## src/design/spi_port_pkg.sv

```systemverilog
// Package for the serial peripheral port setup block.
// Assumes a 32-bit APB register bus and a single core clock.
package spi_port_pkg;

  // ==========================================================
  // Register offsets (byte addresses, one word each)
  localparam logic [7:0] CONTROL_REG_A_OFS = 8'h00;
  localparam logic [7:0] CONTROL_REG_B_OFS = 8'h04;
  localparam logic [7:0] BAUD_OFS = 8'h0c;
  localparam logic [7:0] ADDR_OFS = 8'h24;
  localparam logic [7:0] DBG_OFS = 8'h30;
  localparam logic [7:0] STATUS_OFS = 8'h1c;

  // ==========================================================
  // Control A field positions
  localparam int SOFT_RESET_BIT_BIT = 0;
  localparam int ENABLE_BIT = 1;
  localparam int MODE_LSB = 2;
  localparam int MODE_W = 3;
  localparam int TRANSMIT_PAD_MAP_LSB = 16;
  localparam int RECEIVE_PAD_MAP_LSB = 20;
  localparam int FRAME_FORMAT_SEL_LSB = 24;
  localparam int CLOCK_PHASE_SEL_BIT = 28;
  localparam int CLOCK_POLARITY_SEL_BIT = 29;
  localparam int BIT_ORDER_SEL_BIT = 30;

  // Control B field positions
  localparam int CHARACTER_SIZE_SEL_LSB = 0;
  localparam int HW_SELECT_ENABLE_BIT = 13;
  localparam int RECEIVER_ENABLE_BIT_BIT = 17;

  // Operating mode codes
  localparam logic [2:0] MODE_SLAVE = 3'h2;
  localparam logic [2:0] MODE_MASTER = 3'h3;

  // Reset values
  localparam logic [31:0] CONTROL_REG_A_RST = 32'h0000_0000;
  localparam logic [31:0] CONTROL_REG_B_RST = 32'h0000_0000;
  localparam logic [7:0] BAUD_RST = 8'h00;
  localparam logic [31:0] ADDR_RST = 32'h0000_0000;
  localparam logic [0:0] DBG_RST = 1'h0;

  // Count at which an enable or disable settles in the core; the settle takes one cycle more
  localparam logic [1:0] SYNC_CYCLES = 2'h2;

  // ==========================================================
  // Configuration seen by the clock generator and pins
  typedef struct packed {
    logic enabled;
    logic master;
    logic slave;
    logic clock_polarity_sel;
    logic hwSelect;
    logic [7:0] baud;
  } port_cfg_t;

  // A write parked while the port is disabling
  typedef struct packed {
    logic valid;
    logic [7:0] addr;
    logic [31:0] data;
  } held_write_t;

endpackage

```

## src/design/spi_port_setup.sv

```systemverilog
// Register file, enable protection and clock output of the serial port.
// Assumes an APB master on clk and external pads driven via enables.
`timescale 1ns/1ps
`default_nettype none
// Functional notes
// - Protected configuration writes only accepted while the enable state is off.
// - Protected: control A except enable/reset, control B except RX, baud, addr.
// - Writes while enabled or enabling are dropped, contents unchanged.
// - The last write during a disable is held and done after it finishes.
// - Mode field 0x3 selects master, 0x2 selects slave.
// - Master drives slave-select in hardware only when select enable set.
// - Writing enable one starts the port from off, zero stops it from on.
// - Soft reset clears all registers except debug control, port disabled.
// - Master mode generates the serial clock internally and drives it.
// - Baud generator synchronous; 8-bit baud sets clock and shift rate.
module spi_port_setup (
  input wire logic clk,
  input wire logic reset,
  input wire logic psel,
  input wire logic penable,
  input wire logic pwrite,
  input wire logic [7:0] paddr,
  input wire logic [31:0] pwdata,
  output logic [31:0] prdata,
  output logic pready,
  output logic pslverr,
  input wire logic sckIn,
  output logic sckOut,
  output logic sckOutEnN,
  output logic selectOut,
  output logic selectOutEnN,
  output logic shiftTick,
  output logic receiverEnable
);

  // ==========================================================
  // State of the enable handshake
  typedef enum logic [3:0] {
    ST_OFF = 4'h1,
    ST_ENABLING = 4'h2,
    ST_ON = 4'h4,
    ST_DISABLING = 4'h8
  } en_state_t;

  en_state_t state_reg;
  en_state_t state_next;
  logic [1:0] syncCnt_reg;
  logic [31:0] control_reg_a_reg;
  logic [31:0] control_reg_b_reg;
  logic [7:0] baud_reg;
  logic [31:0] addr_reg;
  logic dbg_reg;
  spi_port_pkg::held_write_t held_reg;
  spi_port_pkg::port_cfg_t cfg;
  logic access;
  logic wrAccess;
  logic softReset;
  logic enableWrite;
  logic enableValue;
  logic protOpen;
  logic sckInt;
  logic sckInUnused;

  function automatic logic isProtected(input logic [7:0] a);
    isProtected = (a == spi_port_pkg::CONTROL_REG_A_OFS) ||
      (a == spi_port_pkg::CONTROL_REG_B_OFS) || (a == spi_port_pkg::BAUD_OFS) ||
      (a == spi_port_pkg::ADDR_OFS);
  endfunction

  function automatic logic isMapped(input logic [7:0] a);
    isMapped = isProtected(a) || (a == spi_port_pkg::DBG_OFS) ||
      (a == spi_port_pkg::STATUS_OFS);
  endfunction

  // ==========================================================
  // APB slave: zero wait states, error on unmapped address
  assign access = psel && penable;
  assign wrAccess = access && pwrite;
  assign pready = 1'b1;
  assign pslverr = access && !isMapped(paddr);

  assign softReset = wrAccess && (paddr == spi_port_pkg::CONTROL_REG_A_OFS) &&
    pwdata[spi_port_pkg::SOFT_RESET_BIT_BIT];
  assign enableWrite = wrAccess && (paddr == spi_port_pkg::CONTROL_REG_A_OFS) &&
    !pwdata[spi_port_pkg::SOFT_RESET_BIT_BIT];
  assign enableValue = pwdata[spi_port_pkg::ENABLE_BIT];
  // Protected fields may be changed along with setting enable from off
  assign protOpen = (state_reg == ST_OFF);

  // ==========================================================
  // Enable state machine
  always_comb
  begin
    state_next = state_reg;
    case (state_reg)
      ST_OFF:
      begin
        if (enableWrite && enableValue)
        begin
          state_next = ST_ENABLING;
        end
      end
      ST_ENABLING:
      begin
        if (syncCnt_reg == spi_port_pkg::SYNC_CYCLES)
        begin
          state_next = ST_ON;
        end
      end
      ST_ON:
      begin
        if (enableWrite && !enableValue)
        begin
          state_next = ST_DISABLING;
        end
      end
      ST_DISABLING:
      begin
        if (syncCnt_reg == spi_port_pkg::SYNC_CYCLES)
        begin
          state_next = ST_OFF;
        end
      end
      default:
      begin
        state_next = ST_OFF;
      end
    endcase
  end

  always_ff @(posedge clk)
  begin
    if (reset || softReset)
    begin
      state_reg <= ST_OFF;
    end
    else
    begin
      state_reg <= state_next;
    end
  end

  always_ff @(posedge clk)
  begin
    if (reset || softReset || state_next != state_reg)
    begin
      syncCnt_reg <= 2'h0;
    end
    else if (state_reg == ST_ENABLING || state_reg == ST_DISABLING)
    begin
      syncCnt_reg <= syncCnt_reg + 2'h1;
    end
  end

  // ==========================================================
  // Held write during disable; only the latest one is kept
  // A control A write here sets its enable bit at once; the
  // protected fields wait, so none is lost to the disable
  always_ff @(posedge clk)
  begin
    if (reset || softReset)
    begin
      held_reg <= '0;
    end
    else if (wrAccess && isProtected(paddr) &&
      state_reg == ST_DISABLING)
    begin
      held_reg <= '{valid: 1'b1, addr: paddr, data: pwdata};
    end
    else if (state_reg == ST_OFF)
    begin
      held_reg.valid <= 1'b0;
    end
  end

  // ==========================================================
  // Control A: enable bit always writable, rest protected
  always_ff @(posedge clk)
  begin
    if (reset || softReset)
    begin
      control_reg_a_reg <= spi_port_pkg::CONTROL_REG_A_RST;
    end
    else
    begin
      if (enableWrite)
      begin
        control_reg_a_reg[spi_port_pkg::ENABLE_BIT] <= enableValue;
      end
      if (enableWrite && protOpen)
      begin
        control_reg_a_reg[31:2] <= pwdata[31:2];
      end
      else if (held_reg.valid && state_reg == ST_OFF &&
        held_reg.addr == spi_port_pkg::CONTROL_REG_A_OFS)
      begin
        control_reg_a_reg[31:2] <= held_reg.data[31:2];
      end
    end
  end

  // Control B: receiver enable always writable, rest protected
  always_ff @(posedge clk)
  begin
    if (reset || softReset)
    begin
      control_reg_b_reg <= spi_port_pkg::CONTROL_REG_B_RST;
    end
    else if (wrAccess && paddr == spi_port_pkg::CONTROL_REG_B_OFS)
    begin
      control_reg_b_reg[spi_port_pkg::RECEIVER_ENABLE_BIT_BIT] <= pwdata[spi_port_pkg::RECEIVER_ENABLE_BIT_BIT];
      if (protOpen)
      begin
        control_reg_b_reg <= pwdata;
      end
    end
    else if (held_reg.valid && state_reg == ST_OFF &&
      held_reg.addr == spi_port_pkg::CONTROL_REG_B_OFS)
    begin
      control_reg_b_reg <= held_reg.data;
    end
  end

  always_ff @(posedge clk)
  begin
    if (reset || softReset)
    begin
      baud_reg <= spi_port_pkg::BAUD_RST;
    end
    else if (wrAccess && paddr == spi_port_pkg::BAUD_OFS && protOpen)
    begin
      baud_reg <= pwdata[7:0];
    end
    else if (held_reg.valid && state_reg == ST_OFF &&
      held_reg.addr == spi_port_pkg::BAUD_OFS)
    begin
      baud_reg <= held_reg.data[7:0];
    end
  end

  always_ff @(posedge clk)
  begin
    if (reset || softReset)
    begin
      addr_reg <= spi_port_pkg::ADDR_RST;
    end
    else if (wrAccess && paddr == spi_port_pkg::ADDR_OFS && protOpen)
    begin
      addr_reg <= pwdata;
    end
    else if (held_reg.valid && state_reg == ST_OFF &&
      held_reg.addr == spi_port_pkg::ADDR_OFS)
    begin
      addr_reg <= held_reg.data;
    end
  end

  // Debug control survives a soft reset
  always_ff @(posedge clk)
  begin
    if (reset)
    begin
      dbg_reg <= spi_port_pkg::DBG_RST;
    end
    else if (wrAccess && paddr == spi_port_pkg::DBG_OFS)
    begin
      dbg_reg <= pwdata[0];
    end
  end

  // ==========================================================
  // Read data from flip-flops, captured in the setup cycle
  always_ff @(posedge clk)
  begin
    if (reset)
    begin
      prdata <= 32'h0000_0000;
    end
    else if (psel && !penable && !pwrite)
    begin
      case (paddr)
        spi_port_pkg::CONTROL_REG_A_OFS: prdata <= control_reg_a_reg;
        spi_port_pkg::CONTROL_REG_B_OFS: prdata <= control_reg_b_reg;
        spi_port_pkg::BAUD_OFS: prdata <= {24'h000000, baud_reg};
        spi_port_pkg::ADDR_OFS: prdata <= addr_reg;
        spi_port_pkg::DBG_OFS: prdata <= {31'h0, dbg_reg};
        spi_port_pkg::STATUS_OFS: prdata <= {27'h0, held_reg.valid, state_reg};
        default: prdata <= 32'h0000_0000;
      endcase
    end
  end

  // ==========================================================
  // Configuration to the clock generator and pads
  always_comb
  begin
    cfg.enabled = (state_reg == ST_ON);
    cfg.master = (control_reg_a_reg[spi_port_pkg::MODE_LSB +: spi_port_pkg::MODE_W]
      == spi_port_pkg::MODE_MASTER);
    cfg.slave = (control_reg_a_reg[spi_port_pkg::MODE_LSB +: spi_port_pkg::MODE_W]
      == spi_port_pkg::MODE_SLAVE);
    cfg.clock_polarity_sel = control_reg_a_reg[spi_port_pkg::CLOCK_POLARITY_SEL_BIT];
    cfg.hwSelect = control_reg_b_reg[spi_port_pkg::HW_SELECT_ENABLE_BIT];
    cfg.baud = baud_reg;
  end

  spi_baud_gen baudGen (
    .clk(clk),
    .reset(reset),
    .cfg(cfg),
    .sck(sckInt),
    .shiftTick(shiftTick)
  );

  // Slave clock input is consumed by the shifter, outside this block
  assign sckInUnused = sckIn;

  always_ff @(posedge clk)
  begin
    if (reset)
    begin
      sckOut <= 1'b0;
      sckOutEnN <= 1'b1;
      selectOut <= 1'b1;
      selectOutEnN <= 1'b1;
      receiverEnable <= 1'b0;
    end
    else
    begin
      sckOut <= sckInt;
      sckOutEnN <= !(cfg.enabled && cfg.master);
      selectOut <= !(cfg.enabled && cfg.master);
      selectOutEnN <= !(cfg.enabled && cfg.master && cfg.hwSelect);
      receiverEnable <= cfg.enabled && control_reg_b_reg[spi_port_pkg::RECEIVER_ENABLE_BIT_BIT];
    end
  end

endmodule
`default_nettype wire

```

## src/design/spi_baud_gen.sv

```systemverilog
// Synchronous baud-rate generator for master serial clock.
// Assumes cfg comes from flip-flops in the same clock domain.
`timescale 1ns/1ps
`default_nettype none
module spi_baud_gen (
  input wire logic clk,
  input wire logic reset,
  input wire spi_port_pkg::port_cfg_t cfg,
  output logic sck,
  output logic shiftTick
);

  logic [7:0] count_reg;
  logic sck_reg;
  logic run;

  assign run = cfg.enabled && cfg.master;

  // ==========================================================
  // Divider: half period is baud+1 core cycles
  always_ff @(posedge clk)
  begin
    if (reset || !run)
    begin
      count_reg <= 8'h00;
    end
    else if (count_reg == cfg.baud)
    begin
      count_reg <= 8'h00;
    end
    else
    begin
      count_reg <= count_reg + 8'h01;
    end
  end

  // Idle level follows polarity so the first edge is a true edge
  always_ff @(posedge clk)
  begin
    if (reset || !run)
    begin
      sck_reg <= cfg.clock_polarity_sel;
    end
    else if (count_reg == cfg.baud)
    begin
      sck_reg <= !sck_reg;
    end
  end

  always_ff @(posedge clk)
  begin
    if (reset)
    begin
      shiftTick <= 1'b0;
    end
    else
    begin
      shiftTick <= run && (count_reg == cfg.baud) && (sck_reg != cfg.clock_polarity_sel);
    end
  end

  assign sck = sck_reg;

endmodule
`default_nettype wire

```

## config.mk

```make
export PLATFORM = sky130hd
export DESIGN_NAME = spi_port_setup
export DESIGN_NICKNAME = d
export VERILOG_FILES = /design/src/design/spi_port_pkg.sv /design/src/design/spi_port_setup.sv /design/src/design/spi_baud_gen.sv
export SDC_FILE = /design/constraint.sdc
export NUM_CORES = 1
export LEC_CHECK = 0
export ABC_AREA = 1
export BUFFER_PORTS_ARGS = -buffer_cell sky130_fd_sc_hd__buf_2
export CORE_MARGIN = 2
export CORE_UTILIZATION = 40
export DETAILED_ROUTE_END_ITERATION = 12
export PLACE_DENSITY = 0.63
export SLEW_MARGIN = 25
export SYNTH_ARGS = -nofsm -noshare
export SYNTH_HDL_FRONTEND = slang
export SYNTH_SLANG_ARGS = --single-unit
export TNS_END_PERCENT = 20
```

## constraint.sdc

```tcl
create_clock -name clk -period 3.9 [get_ports clk]
set_clock_uncertainty 0.1 [all_clocks]
set_input_delay 0.78 -clock clk [delete_from_list [all_inputs] [get_ports clk]]
set_output_delay 0.78 -clock clk [all_outputs]
set_load 0.1 [all_outputs]
```

# --- Word level (Yosys, flattened, before mapping) ---
# Cells that the tools add are included.
word_totals:
  register_bits: 197
  in_bits: 46
  output_inout_bits: 40
  wordCells: 115
op_classes:
  n_addsub: 2
  n_eq_ne: 18
  n_mux: 19
  reduce_logical: 56
op_table:
  columns: ["op", "n"]
  rows:
  - ["case mux 32 bit (6 select lines)", 1]
  - ["2-to-1 mux 32 bit", 5]
  - ["2-to-1 mux 30 bit", 2]
  - ["logical AND 1 bit", 29]
  - ["== test 8 x 6 -> 1 bit (second input constant)", 3]
  - ["== test 8 x 3 -> 1 bit (second input constant)", 2]
  - ["== test 8 x 4 -> 1 bit (second input constant)", 2]
  - ["logical NOT 8 bit", 2]
  - ["2-to-1 mux 4 bit", 4]
  - ["2-to-1 mux 8 bit", 2]
  - ["case mux 4 bit (4 select lines)", 1]
  - ["nonzero test 2 bit", 6]
  - ["logical OR 1 bit", 9]
  - ["adder 8 x 1 -> 8 bit (second input constant)", 1]
  - ["== test 8 x 5 -> 1 bit (second input constant)", 1]
  - ["== test 8 bit", 1]
  - ["logical NOT 1 bit", 8]
  - ["== test 4 x 1 -> 1 bit (second input constant)", 1]
  - ["== test 4 x 2 -> 1 bit (second input constant)", 1]
  - ["== test 4 x 3 -> 1 bit (second input constant)", 1]
  - ["== test 4 bit (second input constant)", 1]
  - ["2-to-1 mux 1 bit", 4]
  - ["inequality test 4 bit", 1]
  - ["== test 3 x 2 -> 1 bit (second input constant)", 1]
  - ["other kinds (6)", 6]

# --- Logic depth before layout (Yosys ltp) ---
# Gate-level depths: netlist (run 1).
logic_depth:
  word_depth: 9
  ltp_mapped: 11
  ltp_nobuf: 10

# --- Cells and area by module ---
# A second synthesis (run 1) with hierarchy kept.
hier_totals:
  cells_unflattened: 1340
  hier_area_um2: 9360.2
by_module_without_submodules:
  columns: ["module", "n_inst", "cells_each", "area_each_um2", "seq_area_each_um2"]
  rows:
  - ["spi_port_setup", 1, 1262, 8774.7, 3743.6]
  - ["spi_baud_gen", 1, 78, 585.6, 210.2]

# --- Least setup slack after synthesis (run 1) ---
# No wires, ideal clock.
synth_timing:
  path_type: "input -> output"
  from: "input paddr[0]"
  to: "output pslverr"
  t_arrival_ns: 3.270
  required_ns: 3.020
  path_slack_ns: -0.250
  path_stages: 6
  path_buffers: 0
  path_cell_list: "nor2_2 -> nand2_1 -> nor2_8 -> inv_2 -> nand4_1 -> nor3_1"
synth_via:
  elab_chain_cells: 8
  elab_cells_between_ends: 13
  classes_between: "eq/ne (5); reduce/logical (8)"
synth_rtl:
  columns: ["item", "line", "source"]
  rows:
  - ["start, declared", "spi_port_setup.sv:22", "input wire logic [7:0] paddr,"]
  - ["== test 8 x 3 -> 1 bit or logical NOT 8 bit (tied branches)", "spi_port_setup.sv:66, spi_port_setup.sv:65", null]
  - ["logical OR 1 bit", "spi_port_setup.sv:65", "isProtected = (a == spi_port_pkg::CONTROL_REG_A_OFS) ||"]
  - ["logical OR 1 bit (2 in a row)", "spi_port_setup.sv:66", "(a == spi_port_pkg::CONTROL_REG_B_OFS) || (a == spi_port_pkg::BAUD_OFS) ||"]
  - ["logical OR 1 bit", "spi_port_setup.sv:71", "isMapped = isProtected(a) || (a == spi_port_pkg::DBG_OFS) ||"]
  - ["logical OR 1 bit (*)", "spi_port_setup.sv:71", null]
  - ["logical NOT 1 bit (*)", "spi_port_setup.sv:80", "assign pslverr = access && !isMapped(paddr);"]
  - ["logical AND 1 bit (*)", "spi_port_setup.sv:80", null]
  - ["end, declared", "spi_port_setup.sv:26", "output logic pslverr,"]
# Every way passes the cells marked *; elsewhere a longest branch is shown, timed or not.

# --- Worst setup path in the final report (run 1) ---
layout_timing:
  from: "input paddr[7]"
  to: "output pslverr"
# The elaborated chain is that of the path after synthesis.

==> run_results.csv, run 1 <==
group,metric,value,unit
run_status,outcome,"finished, final reports clean",
layout,final_util,45.68,%
grt,grt_pass1_vias,8090,
layout,area_delta_synth_final,12.26,%
clock_tree,cts_setup_buffers,0,
grt,grt_max_degree,74,
layout,antennaDiodeCount,0,
clock_tree,cts_buffers,17,
die,core_area,0.02257,mm2
die,start_util,40.69,%
yosys,ys_ff_latch,197,
timing,maxSlewViolCount,0,
timing,tns,0,ns
pwr,power,4.034,mW
route,highest_layer,"met4",
clock_tree,ctsResizeCount,0,
route,ant_nets,0,
worst_setup_path,r2r_start,"state_reg[2]",
min_path,hold_path_depth,2,
pwr,combPwrFrac,4.0,%
route,drt-met1-wl,11800,um
clock_tree,cts_tree,"done",
worst_setup_path,required,3.02,ns
worst_setup_path,slowest_delay,0.46,ns
timing,finalHoldViolCount,0,
die,rows,55,
clock_tree,clkTransAtPathRegs,0.07,ns
grt,grt_overflow_total,0,
die,fp.dieW,155.5,um
placement,gp_congestion,0.8397,
timing,worst_pin_slew,0.7906,ns
worst_setup_path,crit_family,"simple AND/OR/NAND/NOR gates",
layout,fillers,2348,
worst_setup_path,path_max_fanout,5,
min_path,min_to,"held_reg[33]",
route,wl_met3,1336,um
grt,antenna_found_initial,0,
route,drt-pass1-iter-count,7,
yosys,synth_cells,1293,
clock_tree,cts_buffer_depth,2,
clock_tree,hold_buffers,0,
die,die_h,155.5,um
pwr,ir_drop,317.5,uV
grt,grt_pass1_wl,42200,um
worst_setup_path,cp_num_buf_inv,3,
worst_setup_path,reg2reg_slack,1.46,ns
route,drt-total-wl,25700,um
timing,max_freq,325.1,MHz
pwr,internal_power,3.080,mW
clock_tree,cts_max_level,4,
yosys,ys_types,42,
clock_tree,clk_latency,0.45,ns
layout,largest_reg_flops,41,
pwr,power_leakage,3.996,nW
yosys,syn_nets,1341,
route,vias,8422,
worst_setup_path,r2r-end,"addr_reg[0]",
timing,slew_headroom,47.29,%
grt,grt_use_total,22.07,%
pwr,power.share.sequential,49.9,%
die,die-area,0.02419,mm2
worst_setup_path,crit_chain,"buf_2, nor2_2, inv_1, nor3_1, nand2_1, nand2_1, nor3_2, buf_2",
pwr,p_clk_share,46.2,%
route,viasPerCell,5.161,
yosys,ys_seq_area_share,43.05,%
layout,nets,1382,
flow_run,cap_violations,0,
timing,rsz0062_at_grt,"no",
worst_setup_path,crit_slowest_cell,"nor3_1",
yosys,yosysWarningCount,0,
clock_tree,ctsRootBufferMaster,"clkbuf_16",
die,io_pins,86,
layout,layout-drive-gt1-share,14.92,%
worst_setup_path,critPathKind,"in -> out",
worst_setup_path,end_kind,"output port",
route,drc,0,
clock_tree,clock_sinks,197,
placement,portBuffers,83,
pwr,powerDensity,391.2,mW/mm2
pwr,p_switching,0.9544,mW
route,wl_per_cell,15.75,um
timing,holdWs,0.3380,ns
route,initialDrtViolationCount,639,
min_path,hold_path.startpoint,"held_reg[33]",
worst_setup_path,reg2regPathDepth,8,
yosys,synth.avg_cell_area,7.104,um2
worst_setup_path,arrival,2.20,ns
timing,setup-violations-final,0,
timing,post-route-period-util,78.88,%
yosys,synthesis.area,0.009185,mm2
placement,dp_hpwl,15590,um
min_path,worstHoldPathType,"reg -> reg",
route,wl_met2,12110,um
timing,post-route-min-period,3.076,ns
worst_setup_path,crit_path_start_kind,"input port",
pwr,power.share.switching,23.66,%
==> stage by stage <==
stage / cells / setup slack [ns] / instance area (um2)
final: 1632 / 0.8238 / 10310
after global routing: 1632 / 0.6914 / 10310
after CTS: 1632 / 0.8256 / 10310
after detailed placement: 1600 / 0.7608 / 9692
after global placement: 1600 / 0.8235 / 9692
after floorplan: 1293 / 0.5928 / 9190
==> power groups by stage <==
| stage | registers (mW) | clock network (mW) | logic (mW) |
|---|---|---|---|
| floorplan | 2.06 | 0 | 0.0897 |
| global placement | 2.06 | 0 | 0.158 |
| detailed placement | 2.06 | 0 | 0.158 |
| CTS | 2.01 | 1.89 | 0.159 |
| global route | 2.01 | 1.99 | 0.176 |
| finish | 2.01 | 1.86 | 0.160 |
==> tightest hold or removal path, stage by stage (launching register included) <==
cell and delay [ns]:
dfxtp_1 0.31, nand2_1 0.06, nor2_1 0.03
==> cells in the mapped netlist, drive strengths merged <==
master,instances,area (um2)
nand3,82,427.9
nor2,181,730.7
nor3,11,66.32
a21oi,110,666.9
o21ai,178,902.1
inv,105,396.6
ha,2,25.02
nor3b,2,15.01
nor4,1,6.260
xor2,3,26.28
mux2i,1,10.01
or2,1,6.260
o31ai,2,20.02
nand4,14,102.6
dfxtp,196,3924
o211ai,3,22.52
conb,1,3.750
clkbuf,34,127.6
buf,44,300.3
nand2,278,1084
edfxtp,1,30.03
xnor2,9,78.83
a31oi,34,212.7
==> layout by cell type (no fill, tap or decap), types with 4 or more instances in the layout <==
master,instances
a21oi_2,31
buf_4,15
xnor2_1,9
nor2_2,5
o21ai_1,66
inv_6,5
nand2_2,4
dfxtp_1,196
nand2_4,4
nand4_1,13
nor2_1,172
nand3_1,80
o21ai_0,111
a21oi_1,79
inv_1,93
nand2_1,270
a31oi_1,34
nor3_1,8
clkbuf_16,17
buf_2,83
inv_2,11
==> worst max-delay path by stage <==
stage,start,end,cells after the start
after global placement,paddr[0],held_reg[7],11
after global routing,paddr[7],pslverr,8
after floorplan,paddr[0],pslverr,6
final,paddr[7],pslverr,8
after detailed placement,paddr[0],held_reg[2],11
after CTS,paddr[0],pslverr,8
==> area by class of cell <==
cell class              count  area, um2  share of cell area [%]
clock buffers              17      425.4                   4.126
inverters                 105      396.6                   3.847
clock inverters            15      193.9                   1.881
flip-flops and latches    197       3954                   38.34
well taps                 285      356.6                   3.458
multi-input cells         913       4417                   42.83
repair buffers            100      568.0                   5.509
==> kinds of logic (layout without fill, tap and decap cells) <==
logic type | count (synthesis) | in the layout | share of synthesized area [%]
adder cells (fa/ha/maj) | 2 | 2 | 0.2724
flip-flops | 197 | 197 | 43.05
AO/OA/AOI/OAI | 327 | 327 | 19.86
other | 1 | 1 | 0.04083
buffers and inverters | 183 | 237 | 8.977
XOR/XNOR | 12 | 12 | 1.144
multiplexers | 1 | 1 | 0.1090
AND/OR/NAND/NOR | 570 | 570 | 26.55
==> per-layer routing <==
| layer | vias up | track usage (%) |
|---|---|---|
| li1 | 4326 | - |
| met1 | 3874 | 29.27 |
| met2 | 192 | 36.81 |
| met3 | 30 | 3.694 |
| met4 | 0 | 6.990 |
| met5 | - | 0 |
Note: power is estimated with default switching activity, not from simulation.
==> run 2, diff against run 1 <==
clock period = 2.9 ns   (was 3.9 ns; I/O delays follow)
==> run_results.csv, run 2 (synthesized netlist as in run 1, its figures left out) <==
group,metric,value,unit
route,drc,0,
pwr,combPwrFrac,4.1,%
die,die_h,155.5,um
pwr,ir_drop,306.3,uV
min_path,hold_path.startpoint,"pwdata[29]",
grt,grt_pass1_vias,7635,
timing,post-route-period-util,87.34,%
worst_setup_path,critPathKind,"in -> out",
timing,setup-violations-final,0,
clock_tree,clk_latency,0.44,ns
worst_setup_path,startpoint,"paddr[5]",
layout,mostFrequentLayoutCells,"nand2_1 (270), dfxtp_1 (196), nor2_1 (172)",
placement,gp_congestion,0.8975,
clock_tree,cts_tree,"done",
grt,antenna_found_initial,0,
pwr,power,5.334,mW
route,drt-pass1-iter-count,4,
pwr,p_clk_share,45.1,%
timing,maxSlewViolCount,0,
clock_tree,cts_buffer_depth,2,
route,viasPerCell,5.140,
layout,final_area,0.01039,mm2
timing,rsz0062_at_grt,"no",
grt,grt_pass1_wl,41170,um
worst_setup_path,r2r_start,"state_reg[2]",
placement,place_inst,1605,
die,start_util,40.69,%
timing,worst_pin_slew,0.7732,ns
layout,fin_cells,1635,
flow_run,cap_violations,0,
route,vias,8404,
worst_setup_path,path_max_fanout,7,
clock_tree,cts_buffers,17,
layout,largest_reg_flops,41,
timing,post-route-min-period,2.533,ns
run_status,outcome,"finished, final reports clean",
pwr,power_leakage,4.026,nW
timing,max_freq,394.8,MHz
route,initialDrtViolationCount,641,
pwr,powerDensity,513.5,mW/mm2
pwr,internal_power,4.073,mW
grt,grt_max_degree,65,
layout,area_delta_synth_final,13.09,%
worst_setup_path,arrival,1.85,ns
layout,final_util,46.02,%
worst_setup_path,end_kind,"output port",
timing,holdWs,0.3282,ns
timing,slew_headroom,48.14,%
die,rows,55,
clock_tree,cts_max_level,4,
clock_tree,clkTransAtPathRegs,0.07,ns
placement,portBuffers,83,
clock_tree,cts_setup_buffers,0,
pwr,power.share.sequential,50.7,%
clock_tree,clock_sinks,197,
clock_tree,hold_buffers,0,
route,ant_nets,0,
die,io_pins,86,
layout,layout-drive-gt1-share,15.11,%
clock_tree,ctsResizeCount,0,
min_path,hold_path_depth,3,
timing,tns,0,ns
placement,pre_cts_slack,0.3638,ns
worst_setup_path,crit_path_start_kind,"input port",
pwr,power.share.switching,23.63,%
pwr,p_switching,1.260,mW
timing,finalHoldViolCount,0,
timing,setup_slack,0.3672,ns
min_path,worstHoldPathType,"in -> reg",
die,die-area,0.02419,mm2
layout,antennaDiodeCount,0,
worst_setup_path,required,2.22,ns
grt,grt_use_total,21.57,%
placement,dpl_cell_area,0.009798,mm2
clock_tree,ctsRootBufferMaster,"clkbuf_16",
layout,layout_commonest_cell,"nand2_1",
die,core_area,0.02257,mm2
worst_setup_path,reg2regPathDepth,8,
layout,nets,1387,
route,wl_per_cell,15.83,um
placement,dp_hpwl,15820,um
route,drt-total-wl,25880,um
die,fp.dieW,155.5,um
grt,grt_overflow_total,0,
run 2: cell count changes in the layout (fill, tap and decap cells not counted), sizes merged:
| cell | before | now |
|---|---|---|
| inv | 110 | 109 |
| clkinv | 6 | 5 |
| buf | 100 | 105 |
| bufinv | 3 | 2 |
| clkbuf | 17 | 18 |
run 2: final cells by class:
class / instances / area, um2
clock inverters: 12 / 150.1
fillers: 2322 / 12180
clock buffers: 18 / 439.2
multi-input cells: 913 / 4423
repair buffers: 105 / 668.1
well taps: 285 / 356.6
inverters: 105 / 396.6
flip-flops and latches: 197 / 3954
run 2: power by group through the flow:
stage,combinational (mW),clock (mW),sequential (mW)
after floorplan,0.122,0,2.77
after global placement,0.218,0,2.77
after detailed placement,0.218,0,2.77
after CTS,0.219,2.44,2.71
after global routing,0.240,2.55,2.71
final,0.220,2.41,2.71
run 2: path summary, 6_finish.rpt:
check,to,slack [ns]
setup reg to reg,addr_reg[31],0.82
hold reg to reg,held_reg[33],0.34
setup / recovery,pslverr,0.37
hold / removal,held_reg[29],0.33
run 2: per-layer routing:
layer	global-route usage, %	wire (um)
met5	0	0
met1	29.07	12320
met4	6.160	412
met2	35.71	11900
met3	3.611	1244
run 2: worst max-delay path, cell delays in order:
cell and delay, ns:
buf_2 0.15, nor2_2 0.06, nand2_4 0.10, inv_2 0.05
nand2_2 0.12, nand4_1 0.19, nor3_4 0.15, buf_2 0.44
